File: config.mk
export PLATFORM = sky130hd
export DESIGN_NAME = window_controller
export DESIGN_NICKNAME = d
export VERILOG_FILES = /design/src/rtl/window_pkg.sv /design/src/rtl/window_channel.sv /design/src/rtl/window_controller.sv
export VERILOG_INCLUDE_DIRS = /design/src /design/src/rtl
export SDC_FILE = /design/constraint.sdc
export NUM_CORES = 1
export LEC_CHECK = 0
export BUFFER_PORTS_ARGS = -buffer_cell sky130_fd_sc_hd__clkbuf_2
export CORE_UTILIZATION = 47
export DETAILED_ROUTE_END_ITERATION = 8
export GPL_ROUTABILITY_DRIVEN = 0
export GPL_TIMING_DRIVEN = 0
export SYNTH_ARGS = -nofsm -noshare
export SYNTH_HDL_FRONTEND = slang
export SYNTH_SLANG_ARGS = --single-unit
File: constraint.sdc
create_clock -name clk_sys -period 2.65 [get_ports clk_sys]
set_input_delay 0.1325 -clock clk_sys [delete_from_list [all_inputs] [get_ports clk_sys]]
set_output_delay 0.1325 -clock clk_sys [all_outputs]
set_load 0.01 [all_outputs]
File: src/rtl/window_defines.svh
// Timing and sizing constants of the window controller
`ifndef WINDOW_DEFINES_SVH
`define WINDOW_DEFINES_SVH
`define WIN_CLK_HZ        200000000
`define WIN_EXPRESS_MS    300
`define WIN_EXPRESS_CYC   ((`WIN_CLK_HZ / 1000) * `WIN_EXPRESS_MS)
`define WIN_CUTOFF_US     10000
`define WIN_CUTOFF_CYC    ((`WIN_CLK_HZ / 1000000) * `WIN_CUTOFF_US)
`define WIN_COUNT         4
`define WIN_ACC_CYC       1000
`define WIN_CNT_W         27
`endif

File: src/rtl/window_pkg.sv
// Types shared by the window controller
package window_pkg;
	typedef enum logic [3:0] {
		ST_IDLE    = 4'b0001,
		ST_MANUAL  = 4'b0010,
		ST_EXPRESS = 4'b0100,
		ST_BLOCKED = 4'b1000
	} win_state_e;
	typedef logic [1:0] drive_t;
endpackage : window_pkg

File: src/rtl/window_channel.sv
// One window: mode machine, express timer and lock-current cut-off
`timescale 1ns/1ps
`include "window_defines.svh"
module window_channel #(
	parameter int EXPRESS_CYC = `WIN_EXPRESS_CYC,
	parameter int CUTOFF_CYC  = `WIN_CUTOFF_CYC
) (
	input  wire logic clk_sys,
	input  wire logic sys_rst,
	input  wire logic req_up,
	input  wire logic req_down,
	input  wire logic req_auto,
	input  wire logic enable,
	input  wire logic crank,
	input  wire logic over_run,
	input  wire logic over_lock,
	output logic      motor_up,
	output logic      motor_down
);
	import window_pkg::*;
	win_state_e             state_reg, state_next;
	logic                   dir_up_reg;
	logic [`WIN_CNT_W-1:0]  hold_reg;
	logic [`WIN_CNT_W-1:0]  lock_reg;
	logic                   up_reg, down_reg;
	wire any_req     = req_up | req_down;
	wire express_hit = req_down && !req_up &&
		(req_auto || hold_reg >= (`WIN_CNT_W)'(EXPRESS_CYC));
	wire running     = (state_reg == ST_MANUAL || state_reg == ST_EXPRESS);
	wire lock_trip   = running && over_lock &&
		lock_reg >= (`WIN_CNT_W)'(CUTOFF_CYC - 1);
	wire move_ok     = enable && !crank;
	always_comb begin
		state_next = state_reg;
		case (state_reg)
			ST_IDLE: begin
				if (move_ok && express_hit)
					state_next = ST_EXPRESS;
				else if (move_ok && any_req)
					state_next = ST_MANUAL;
			end
			ST_MANUAL: begin
				if (lock_trip)
					state_next = ST_BLOCKED;
				else if (express_hit)
					state_next = ST_EXPRESS;
				else if (!any_req)
					state_next = ST_IDLE;
			end
			ST_EXPRESS: begin
				if (lock_trip)
					state_next = ST_BLOCKED;
				else if (any_req && hold_reg == '0 && !crank)
					state_next = ST_BLOCKED;
				else if (!enable)
					state_next = ST_IDLE;
			end
			ST_BLOCKED: begin
				if (!any_req)
					state_next = ST_IDLE;
			end
			default: state_next = ST_IDLE;
		endcase
	end
	// Press age; zero while in express marks a fresh press
	always_ff @(posedge clk_sys) begin
		if (sys_rst || !any_req)
			hold_reg <= '0;
		else if (hold_reg != '1)
			hold_reg <= hold_reg + 1'b1;
	end
	always_ff @(posedge clk_sys) begin
		if (sys_rst || !running || !over_lock || crank)
			lock_reg <= '0;
		else if (lock_reg != '1)
			lock_reg <= lock_reg + 1'b1;
	end
	always_ff @(posedge clk_sys) begin
		if (sys_rst) begin
			state_reg  <= ST_IDLE;
			dir_up_reg <= 1'b0;
			up_reg     <= 1'b0;
			down_reg   <= 1'b0;
		end else begin
			state_reg  <= state_next;
			if (state_reg == ST_IDLE)
				dir_up_reg <= req_up;
			up_reg   <= state_next == ST_MANUAL && !crank && enable &&
				(state_reg == ST_IDLE ? req_up : dir_up_reg) &&
				req_up;
			down_reg <= !crank && enable && (state_next == ST_EXPRESS ||
				state_next == ST_MANUAL && req_down && !req_up &&
				!(state_reg == ST_IDLE ? req_up : dir_up_reg));
		end
	end
	assign motor_up   = up_reg;
	assign motor_down = down_reg;
	chk_lock_cut : assert property (@(posedge clk_sys) disable iff (sys_rst)
		running && over_lock [*2] ##0 lock_trip |=> !motor_up[*1]
		##0 !motor_down) else $error("drive kept after lock cut");
	chk_crank_stop : assert property (@(posedge clk_sys) disable iff (sys_rst)
		crank |=> !motor_up && !motor_down)
		else $error("motor ran during crank");
	chk_enable_gate : assert property (@(posedge clk_sys) disable iff (sys_rst)
		!enable |=> !motor_up && !motor_down)
		else $error("motor ran without enable");
	chk_no_both_dir : assert property (@(posedge clk_sys) disable iff (sys_rst)
		!(motor_up && motor_down)) else $error("both directions driven");
	chk_manual_release : assert property (@(posedge clk_sys)
		disable iff (sys_rst)
		state_reg == ST_MANUAL && !any_req && !lock_trip |=> !motor_up
		&& !motor_down) else $error("manual kept after release");
	chk_express_hold : assert property (@(posedge clk_sys)
		disable iff (sys_rst)
		state_reg == ST_EXPRESS && enable && !crank && !any_req && !over_lock
		##1 enable && !crank |-> motor_down)
		else $error("express stopped early");
	chk_block_stays : assert property (@(posedge clk_sys) disable iff (sys_rst)
		state_reg == ST_BLOCKED && any_req |=> !motor_up && !motor_down)
		else $error("blocked window moved");
	chk_auto_decode : assert property (@(posedge clk_sys) disable iff (sys_rst)
		state_reg == ST_IDLE && enable && !crank && req_down && req_auto
		&& !req_up |=> state_reg == ST_EXPRESS)
		else $error("auto down not decoded");
endmodule : window_channel

File: src/rtl/window_controller.sv
// Four-window power window controller top level
// How it works
// Drive each motor per switch mode
// Remove drive at end position
// Running and locking thresholds, locking higher
// Cut drive within delay after lock
// All windows independent and concurrent
// Move only while ignition enables
// Driver door cancels accessory delay
// Switch positions signalled by grounding terminals
// Down plus auto grounded means auto
// Lock switch disables rear switches
// Parking lights light switch lamps
// Lock lamp lit while unlocked
// Master set and local switches both accepted
// Long down press latches express down
// Press stops express; release then repress
// Manual runs only while held
// Cranking pauses; express resumes afterwards
// Comparator inputs and counted cut-off delay
`timescale 1ns/1ps
`include "window_defines.svh"
module window_controller #(
	parameter int NUM_WIN     = `WIN_COUNT,
	parameter int EXPRESS_CYC = `WIN_EXPRESS_CYC,
	parameter int CUTOFF_CYC  = `WIN_CUTOFF_CYC,
	parameter int ACC_CYC     = `WIN_ACC_CYC
) (
	input  wire logic               clk_sys,
	input  wire logic               sys_rst,
	input  wire logic [NUM_WIN-1:0] master_raise_n,
	input  wire logic [NUM_WIN-1:0] master_lower_n,
	input  wire logic [NUM_WIN-1:0] master_auto_n,
	input  wire logic [NUM_WIN-1:0] local_raise_n,
	input  wire logic [NUM_WIN-1:0] local_lower_n,
	input  wire logic [NUM_WIN-1:0] local_auto_n,
	input  wire logic               ignition_on,
	input  wire logic               driver_door_open,
	input  wire logic               cranking,
	input  wire logic               window_lock,
	input  wire logic               parking_on,
	input  wire logic [NUM_WIN-1:0] current_over_run,
	input  wire logic [NUM_WIN-1:0] current_over_lock,
	output logic      [NUM_WIN-1:0] motor_raise,
	output logic      [NUM_WIN-1:0] motor_lower,
	output logic                    switch_lamp,
	output logic                    lock_lamp
);
	import window_pkg::*;
	localparam int W = 8 * NUM_WIN + 5;
	// Switches idle high, comparators and levels idle low
	localparam logic [W-1:0] SYNC_IDLE = {{6 * NUM_WIN{1'b1}},
		{2 * NUM_WIN{1'b0}}, 5'h00};
	logic [W-1:0] sync1_reg, sync2_reg;
	logic [31:0]  acc_reg;
	logic         ign_d_reg;
	wire [W-1:0] raw_in = {master_raise_n, master_lower_n, master_auto_n,
		local_raise_n, local_lower_n, local_auto_n, current_over_run,
		current_over_lock, ignition_on, driver_door_open, cranking,
		window_lock, parking_on};
	always_ff @(posedge clk_sys) begin
		if (sys_rst) begin
			sync1_reg <= SYNC_IDLE;
			sync2_reg <= SYNC_IDLE;
		end else begin
			sync1_reg <= raw_in;
			sync2_reg <= sync1_reg;
		end
	end
	wire [NUM_WIN-1:0] m_up_n   = sync2_reg[W-1 -: NUM_WIN];
	wire [NUM_WIN-1:0] m_dn_n   = sync2_reg[W-1-NUM_WIN -: NUM_WIN];
	wire [NUM_WIN-1:0] m_au_n   = sync2_reg[W-1-2*NUM_WIN -: NUM_WIN];
	wire [NUM_WIN-1:0] l_up_n   = sync2_reg[W-1-3*NUM_WIN -: NUM_WIN];
	wire [NUM_WIN-1:0] l_dn_n   = sync2_reg[W-1-4*NUM_WIN -: NUM_WIN];
	wire [NUM_WIN-1:0] l_au_n   = sync2_reg[W-1-5*NUM_WIN -: NUM_WIN];
	wire [NUM_WIN-1:0] ov_run   = sync2_reg[W-1-6*NUM_WIN -: NUM_WIN];
	wire [NUM_WIN-1:0] ov_lock  = sync2_reg[W-1-7*NUM_WIN -: NUM_WIN];
	wire               ign_s    = sync2_reg[4];
	wire               door_s   = sync2_reg[3];
	wire               crank_s  = sync2_reg[2];
	wire               lock_s   = sync2_reg[1];
	wire               park_s   = sync2_reg[0];
	// Accessory delay keeps windows live after ignition off
	always_ff @(posedge clk_sys) begin
		if (sys_rst) begin
			acc_reg   <= '0;
			ign_d_reg <= 1'b0;
		end else begin
			ign_d_reg <= ign_s;
			if (ign_s || door_s)
				acc_reg <= '0;
			else if (ign_d_reg)
				acc_reg <= 32'(ACC_CYC);
			else if (acc_reg != '0)
				acc_reg <= acc_reg - 1'b1;
		end
	end
	// No gap at ignition off; door drops the delay at once
	wire win_enable = ign_s ||
		(!door_s && (ign_d_reg || acc_reg != '0));
	wire [NUM_WIN-1:0] rear_mask = {NUM_WIN{1'b1}} >> 2;
	wire [NUM_WIN-1:0] local_ok  = lock_s ? rear_mask : '1;
	// Ground level means request; master and local merged
	wire [NUM_WIN-1:0] rq_up = ~m_up_n | (~l_up_n & local_ok);
	wire [NUM_WIN-1:0] rq_dn = ~m_dn_n | (~l_dn_n & local_ok);
	wire [NUM_WIN-1:0] rq_au = (~m_au_n & ~m_dn_n) |
		(~l_au_n & ~l_dn_n & local_ok);
	genvar i;
	generate
		for (i = 0; i < NUM_WIN; i++) begin : g_win
			window_channel #(
				.EXPRESS_CYC(EXPRESS_CYC),
				.CUTOFF_CYC (CUTOFF_CYC)
			) u_chan (
				.clk_sys   (clk_sys),
				.sys_rst   (sys_rst),
				.req_up    (rq_up[i]),
				.req_down  (rq_dn[i]),
				.req_auto  (rq_au[i]),
				.enable    (win_enable),
				.crank     (crank_s),
				.over_run  (ov_run[i]),
				.over_lock (ov_lock[i] | (ov_run[i] & ov_lock[i])),
				.motor_up  (motor_raise[i]),
				.motor_down(motor_lower[i])
			);
		end
	endgenerate
	logic sw_lamp_reg, lk_lamp_reg;
	always_ff @(posedge clk_sys) begin
		if (sys_rst) begin
			sw_lamp_reg <= 1'b0;
			lk_lamp_reg <= 1'b0;
		end else begin
			sw_lamp_reg <= park_s;
			lk_lamp_reg <= park_s || !lock_s;
		end
	end
	assign switch_lamp = sw_lamp_reg;
	assign lock_lamp   = lk_lamp_reg;
	chk_rear_lock : assert property (@(posedge clk_sys) disable iff (sys_rst)
		lock_s |-> (rq_up & ~rear_mask) == (~m_up_n & ~rear_mask))
		else $error("rear local request passed lock");
	chk_door_cancel : assert property (@(posedge clk_sys)
		disable iff (sys_rst)
		door_s |=> acc_reg == '0) else $error("door kept delay");
	chk_lamp_park : assert property (@(posedge clk_sys) disable iff (sys_rst)
		park_s |=> switch_lamp && lock_lamp) else $error("lamp not lit");
endmodule : window_controller

# Word level (Yosys, flattened, before mapping)
# Index checks and enable logic that the tools add are counted.
dict set report totals {
  out_inout_bits 10
  rom_bits 0
  ram_bits 0
  mem_count 0
  register_bits 353
  word_cells 278
  latchBits 0
}
dict set report op_classes {
  reduce_logical 129
  shifts 0
  div_mod_pow 0
  order_cmp 8
  n_mul 0
  eq_ne 32
  muxes 43
  addsub 9
  bitwise_logic 26
}
# cell count
set ops {}
lappend ops {{$add 27x1->27 const B} 8}
lappend ops {{$ne 27x27->1 const B} 8}
lappend ops {{$mux 4} 33}
lappend ops {{$ge 27x21->1 const B} 4}
lappend ops {{$ge 27x26->1 const B} 4}
lappend ops {{$logic_not 27->1} 4}
lappend ops {{$logic_and 1x1->1} 66}
lappend ops {{$pmux 4 s4} 4}
lappend ops {{$eq 4x2->1 const B} 8}
lappend ops {{$eq 4x3->1 const B} 8}
lappend ops {{$logic_or 1x1->1} 32}
lappend ops {{$reduce_bool 32->1} 1}
lappend ops {{$sub 32x1->32 const B} 1}
lappend ops {{$not 4->4} 6}
lappend ops {{$logic_not 1->1} 23}
lappend ops {{$and 4x4->4} 5}
lappend ops {{$mux 10} 2}
lappend ops {{$eq 4x1->1 const B} 4}
lappend ops {{$eq 4x4->1 const B} 4}
lappend ops {{$or 4x4->4} 3}
lappend ops {{$or 1x1->1} 8}
lappend ops {{$and 1x1->1} 4}
lappend ops {{$mux 1} 4}
lappend ops {{$reduce_or 3->1} 1}
lappend ops {{other kinds (2)} 2}

# Depth between registers and ports, before layout
dict set report depth {
  word_depth 15
  mapped_depth 10
  mapped_depth_nobuf 9
}

# Cells and area by module
# Synthesis repeated with hierarchy kept, for this count alone.
dict set report hier_totals {
  cells_unflattened 1987
  area_unflattened_um2 17252.8
}
# mod seq_area_each_um2 n_inst area_each_um2 cells_each
set by_module_without_submodules {}
lappend by_module_without_submodules {window_channel 1221.2 4 3350.7 402}
lappend by_module_without_submodules {window_controller 2182.1 1 3849.9 379}

# Worst setup path after synthesis
# Ideal clock, no wire load.
dict set report synth_path {
  path_type {reg2reg}
  startpoint {reg g_win[1].u_chan.hold_reg[1]}
  endpoint {reg g_win[1].u_chan.hold_reg[17]}
  t_arrival_ns 2.101
  slack_ns 0.421
  required_ns 2.522
  path_stages_with_launch 11
  path_buffers 2
  cell_sequence {dfxtp_1 ha_1 buf_2 inv_1 or4_1 nor4_4 or3b_2 buf_6 nor3_1 xnor2_1 nor2_1}
}
dict set report synth_via {
  elab_chain_len 1
  elab_cells_between_ends 2
  cone_classes {1 x add/sub; 1 x eq/ne}
}
# element line_no
set synth_lines {}
lappend synth_lines {{from (decl)} window_channel.sv:23} ;# logic [`WIN_CNT_W-1:0] hold_reg;
lappend synth_lines {{from (signal assigned)} window_channel.sv:70} ;# hold_reg <= hold_reg + 1'b1;
lappend synth_lines {{$add 27x1->27 or $ne 27x27->1 (tied branches)} {window_channel.sv:70, window_channel.sv:69}}
# Parallel ways exist; a longest one is shown, timed or not.
# A chain may end at the register's enable or synchronous reset.

# Worst setup path after layout
dict set report layout_path {
  startpoint {reg acc_reg[24]}
  endpoint {reg g_win[2].u_chan.down_reg}
}
dict set report layout_via {
  elab_chain_len 15
  elab_cells_between_ends 20
  cone_classes {2 x eq/ne; 6 x mux; 12 x reduce/logical}
}
# element line_no
set layout_lines {}
lappend layout_lines {{from (decl)} window_controller.sv:55} ;# logic [31:0] acc_reg;
lappend layout_lines {{from (signal assigned)} window_controller.sv:93} ;# acc_reg <= 32'(ACC_CYC);
lappend layout_lines {{from (signal assigned)} window_controller.sv:95} ;# acc_reg <= acc_reg - 1'b1;
lappend layout_lines {{$reduce_bool 32->1 (*)} window_controller.sv:100} ;# (!door_s && (ign_d_reg || acc_reg != '0));
lappend layout_lines {{$logic_or 1x1->1 (*)} window_controller.sv:100}
lappend layout_lines {{$logic_and 1x1->1 (*)} window_controller.sv:100}
lappend layout_lines {{$logic_or 1x1->1 (*)} window_controller.sv:99} ;# wire win_enable = ign_s ||
lappend layout_lines {{$logic_and 1x1->1} {window_channel.sv:32, window_channel.sv:91}}
lappend layout_lines {{$logic_and 1x1->1} window_channel.sv:39} ;# else if (move_ok && any_req)
lappend layout_lines {{$mux 4} window_channel.sv:39}
lappend layout_lines {{$mux 4} window_channel.sv:37} ;# if (move_ok && express_hit)
lappend layout_lines {{$pmux 4 s4} window_channel.sv:35} ;# case (state_reg)
lappend layout_lines {{$eq 4x2->1} window_channel.sv:92} ;# state_next == ST_MANUAL && req_down && !req_up &&
lappend layout_lines {{$logic_and 1x1->1 (3 in a row)} window_channel.sv:92}
lappend layout_lines {{$logic_or 1x1->1} window_channel.sv:91} ;# down_reg <= !crank && enable && (state_next == ST_EXPRESS ||
lappend layout_lines {{$logic_and 1x1->1 (*)} window_channel.sv:91}
lappend layout_lines {{to (signal assigned)} window_channel.sv:91}
lappend layout_lines {{to (decl)} window_channel.sv:25} ;# logic up_reg, down_reg;
# Mark *: on every way between the ends. The rest lies on a longest branch, timed or not.

==> results by stage <==
CTS:
- TritonCTS built the clock tree.
- The clock passes through at most 3 buffers.
- Clock-pin slew was measured on the worst setup and hold paths at approximately 60 ps.
- The clock latency reported for the late side of the worst-skew pair is approximately 530 ps.
- Counting every sink on the clock net gives about 350.
- The maximum level of the CTS H-tree is 2.
- The number of clock buffers inserted by TritonCTS is 39.
- The cell at the root of the clock tree is sky130_fd_sc_hd__clkbuf_16.

Worst setup path:
- The sort of element at the start of the critical path is a flop.
- Traced cell by cell, the critical path runs through or4_4 > nor4_4 > a41o_2 > nor2_4 > a22oi_1 > nor3_2 > a2bb2o_1.
- Broken down by cell family, the worst path's largest delay share belongs to simple AND/OR/NAND/NOR gates.
- The slowest stage of the critical path belongs to the cell sky130_fd_sc_hd__or4_4.
- The data required time of the critical path is between 3000 and 4000 ps.
- The maximum single-stage delay on the critical path is ~580 ps.
- The count of buffer and inverter cells on the critical path is 0.
- The critical path data arrival time is roughly 3000 ps.
- The critical path runs through a total of 7 cells.
- In this run the worst path has a maximum fanout of 9.
- The endpoint class of the critical path is a flop.
- Measured in cells, the most critical reg-to-reg path has a length of 7.
- The kind of critical path is flop to flop.

Synthesis:
- The synthesis warning total is 0.
- The share of the yosys chip area belonging to registers is 0.4424.
- After synthesis, the mean cell area works out to around 8.5 um2.
- Summed over all instances, the cell type with the most area after synthesis is sky130_fd_sc_hd__dfxtp_1.
- The fraction of registers with async set/reset is 0.
- The count of flip-flops with a built-in enable after synthesis is 0.
- Synthesis inferred around 350 register bits.
- The number of distinct library cell variants in the gate-level netlist after synthesis is 76.
- The prevailing post-synth register cell is sky130_fd_sc_hd__dfxtp_1.
- The cell count after synthesis is around 1800.
- The share of synthesized area in the top cell type comes to 0.4424.
- Ranked by total cell area, the synthesized netlist is headed by sky130_fd_sc_hd__dfxtp_1, sky130_fd_sc_hd__nor2_1, sky130_fd_sc_hd__xor2_1, sky130_fd_sc_hd__xnor2_1, sky130_fd_sc_hd__nand3_1.
- The cell with the most instances after synthesis is sky130_fd_sc_hd__dfxtp_1.
- Counting instances in the post-synthesis netlist gives the leading cell types as sky130_fd_sc_hd__dfxtp_1, sky130_fd_sc_hd__nor2_1, sky130_fd_sc_hd__nand2_1.
- Summing every instance area after synthesis gives around 0.016 mm2.
- The post-synthesis net count is between 1500 and 2000.

Drt:
- The first routing iteration left ~660 violations.
- After detailed routing, the average wire length per cell comes to ~14 um.
- The final route contains roughly 13000 vias.
- The total wirelength of the detailed-routed design is about 35000 um.
- The number of search-and-repair iterations in the first detailed-routing pass is 5.
- The number of nets still failing antenna checks after routing is 0.
- The residual DRC count is 0.
- The number of vias per cell is about 5.3.

GRT:
- For this run the aggregate overflow at the end of global routing stands at 0.
- The first global-routing pass estimated ~58000 um of wire.
- The number of global-route vias before repair is around 12000.
- The overall fraction of global-route tracks in use is 0.2067.
- Entering global routing, the biggest net connects 15 pins.
- The number of antenna violations at the first check in global routing is 0.

Timing:
- Setup slack on the critical path of the routed design comes to roughly 130 ps.
- The final max-slew violation count came to 0.
- Setup violations remaining at the end of the flow were counted as 0.
- In this run the tightest slew margin relative to its limit is 0.4919.
- The transition time at the pin with the least slew margin is ~740 ps.
- The final setup skew is 19.65 ps.
- The period utilization is 0.9504.
- Summed over all failing endpoints, the final setup total negative slack is 0 ps.
- The number of failing hold endpoints at the final stage is 0.
- The maximum clock frequency is between 0.3 and 0.4 GHz.
- The worst path in the final design needs a cycle of about 2500 ps, including I/O delays and setup.

Floorplanning:
- The die covers 0.03395 mm2.
- The effective utilization at floorplan is 0.4786.
- Row generation in the floorplan step produced between 60 and 70 rows.
- The chip width is roughly 180 um.
- The chip height is approximately 180 um.
- In this run the standard cell core region covers about 0.033 mm2.
- 49 I/O pins were placed.

Pwr:
- The total design power is 0.01462 W.
- Dividing total power by cell area gives a power density of 804.1 mW/mm2.
- The largest voltage drop on the vdd net is 0.0006990 V.
- Summed over all cells, the static leakage comes to 6.319 nW.

Finish:
- The area taken by flip-flops and latches is a little under 0.007 mm2.
- Of the cells placed in the final design, the portion with a size suffix greater than 1 is 0.1087.
- After the last flow step, the layout net total stands at just over 2000.
- Summing all multi-input logic gate instances after layout gives roughly 0.0083 mm2.
- Fill cells in the final layout number 3026.
- Compared with the post-synthesis result, the final layout area differs by 16.49%.

Placement:
- Once detailed placement completed, the half-perimeter wirelength came to around 24000 um.
- Input and output buffers added on the ports amount to between 40 and 50.
- OpenSTA, run right after detailed placement, puts the worst setup slack at -177.4 ps.

Flow run:
- Max-cap violations in this run came to 0.

Run status:
- The flow ran to the end, and the final reports show no timing, DRC or antenna violations.

Worst hold path:
- Counting instances, the worst hold path has a depth of 3.
- The path type of the worst min-delay path is input port to flop.
[repair_timing]
| action | CTS | global route |
|---|---|---|
| endpoints found under the setup margin | 11 | 62 |
| buffers inserted | 0 | 5 |
| hold endpoints to repair | 33 | 0 |
| pin swaps | 0 | 3 |
| resized for setup | 3 | 10 |
| hold buffers | 33 | 0 |
[kinds of logic (layout without fill, tap and decap cells)]
kind of cell,Yosys count,count (layout),synth area share
muxes,11,11,0.007133
other,0,1,0
DFF,345,345,0.4424
adders and majority gates,14,14,0.01122
xor gates and xnor gates,206,206,0.1156
AOI/OAI and AO/OA,179,179,0.07494
and+or+nand+nor,972,972,0.3191
buffers and inverters,111,261,0.02957
[per-stage QoR]
step / cell area [um2] / hold slack, ps / util / std cells
6_report: 18190 / 319.0 / 0.5575 / 2431
5_1_grt: 18180 / 316.4 / 0.5575 / 2430
4_1_cts: 18100 / 305.2 / 0.5548 / 2426
3_5_place_dp: 16380 / 317.3 / 0.5021 / 2323
3_3_place_gp: 16380 / 315.8 / 0.5021 / 2323
2_1_floorplan: 15610 / 236.3 / - / 1838
[area by class of cell]
| class | count | share of cell area |
|---|---|---|
| Multi-Input combinational cell | 1382 | 0.4563 |
| Clock buffer | 52 | 0.06137 |
| Antenna cell | 1 | 0.0001376 |
| Sequential cell | 345 | 0.3798 |
| Clock inverter | 18 | 0.01459 |
| Inverter | 42 | 0.008669 |
| Tap cell | 442 | 0.03041 |
| Timing Repair Buffer | 81 | 0.03206 |
| Buffer | 68 | 0.01665 |
[tightest hold or removal path, delay by kind of cell]
family / cells / cell delay, ps
buf+inv: 2 / 610
simple gates: 1 / 80
[routing by layer]
layer / vias to the layer above / global-route usage / part of all wire
met1: 5967 / 0.2717 / 0.48
met2: 192 / 0.3467 / 0.46
met4: 0 / 0.06600 / 0.023
met3: 50 / 0.03122 / 0.034
met5: - / 0 / 0
li1: 6648 / - / -
[placed cells by master, fill, tap and decap left out, types with 9 or more instances in the layout]
cell type / Yosys / layout
sky130_fd_sc_hd__or2_2: 54 / 54
sky130_fd_sc_hd__clkbuf_2: 1 / 44
sky130_fd_sc_hd__xor2_1: 105 / 105
sky130_fd_sc_hd__nand2_1: 133 / 133
sky130_fd_sc_hd__or4_1: 14 / 14
sky130_fd_sc_hd__o21ai_0: 35 / 35
sky130_fd_sc_hd__clkbuf_16: 0 / 40
sky130_fd_sc_hd__dlygate4sd3_1: 0 / 33
sky130_fd_sc_hd__nand3_1: 102 / 101
sky130_fd_sc_hd__a21oi_1: 54 / 54
sky130_fd_sc_hd__xnor2_1: 101 / 101
sky130_fd_sc_hd__mux2i_1: 10 / 10
sky130_fd_sc_hd__inv_1: 42 / 42
sky130_fd_sc_hd__and3_1: 33 / 33
sky130_fd_sc_hd__or3_1: 29 / 29
sky130_fd_sc_hd__nor4_1: 50 / 49
sky130_fd_sc_hd__buf_4: 8 / 13
sky130_fd_sc_hd__nor2b_1: 27 / 27
sky130_fd_sc_hd__and4_1: 16 / 16
sky130_fd_sc_hd__dfxtp_1: 345 / 345
sky130_fd_sc_hd__a31oi_1: 20 / 20
sky130_fd_sc_hd__nand4_1: 60 / 60
sky130_fd_sc_hd__nor4b_1: 9 / 9
sky130_fd_sc_hd__ha_1: 14 / 14
sky130_fd_sc_hd__nand3b_1: 10 / 10
sky130_fd_sc_hd__clkbuf_1: 52 / 56
sky130_fd_sc_hd__nor3_1: 72 / 72
sky130_fd_sc_hd__nor2_1: 315 / 313
sky130_fd_sc_hd__nand2b_1: 12 / 12
[report_power, final]
part	total (W)	leakage (nW)	switching [W]	internal, W
clock	0.00572	0.682	0.00217	0.00356
combinational	0.00302	2.84	0.00178	0.00124
sequential	0.00588	2.80	0.000334	0.00555
[final timing paths]
path,from,to,slack [ps]
max reg2reg,acc_reg[24]$_SDFFE_PP0P_,g_win[2].u_chan.motor_down$_SDFF_PP0_,130
max,acc_reg[24]$_SDFFE_PP0P_,g_win[2].u_chan.motor_down$_SDFF_PP0_,130
min reg2reg,sync1_reg[24]$_SDFF_PP1_,sync2_reg[24]$_SDFF_PP1_,400
min,local_auto_n[0],sync1_reg[13]$_SDFF_PP1_,320
No activity file was read; power rests on OpenSTA's default activity.
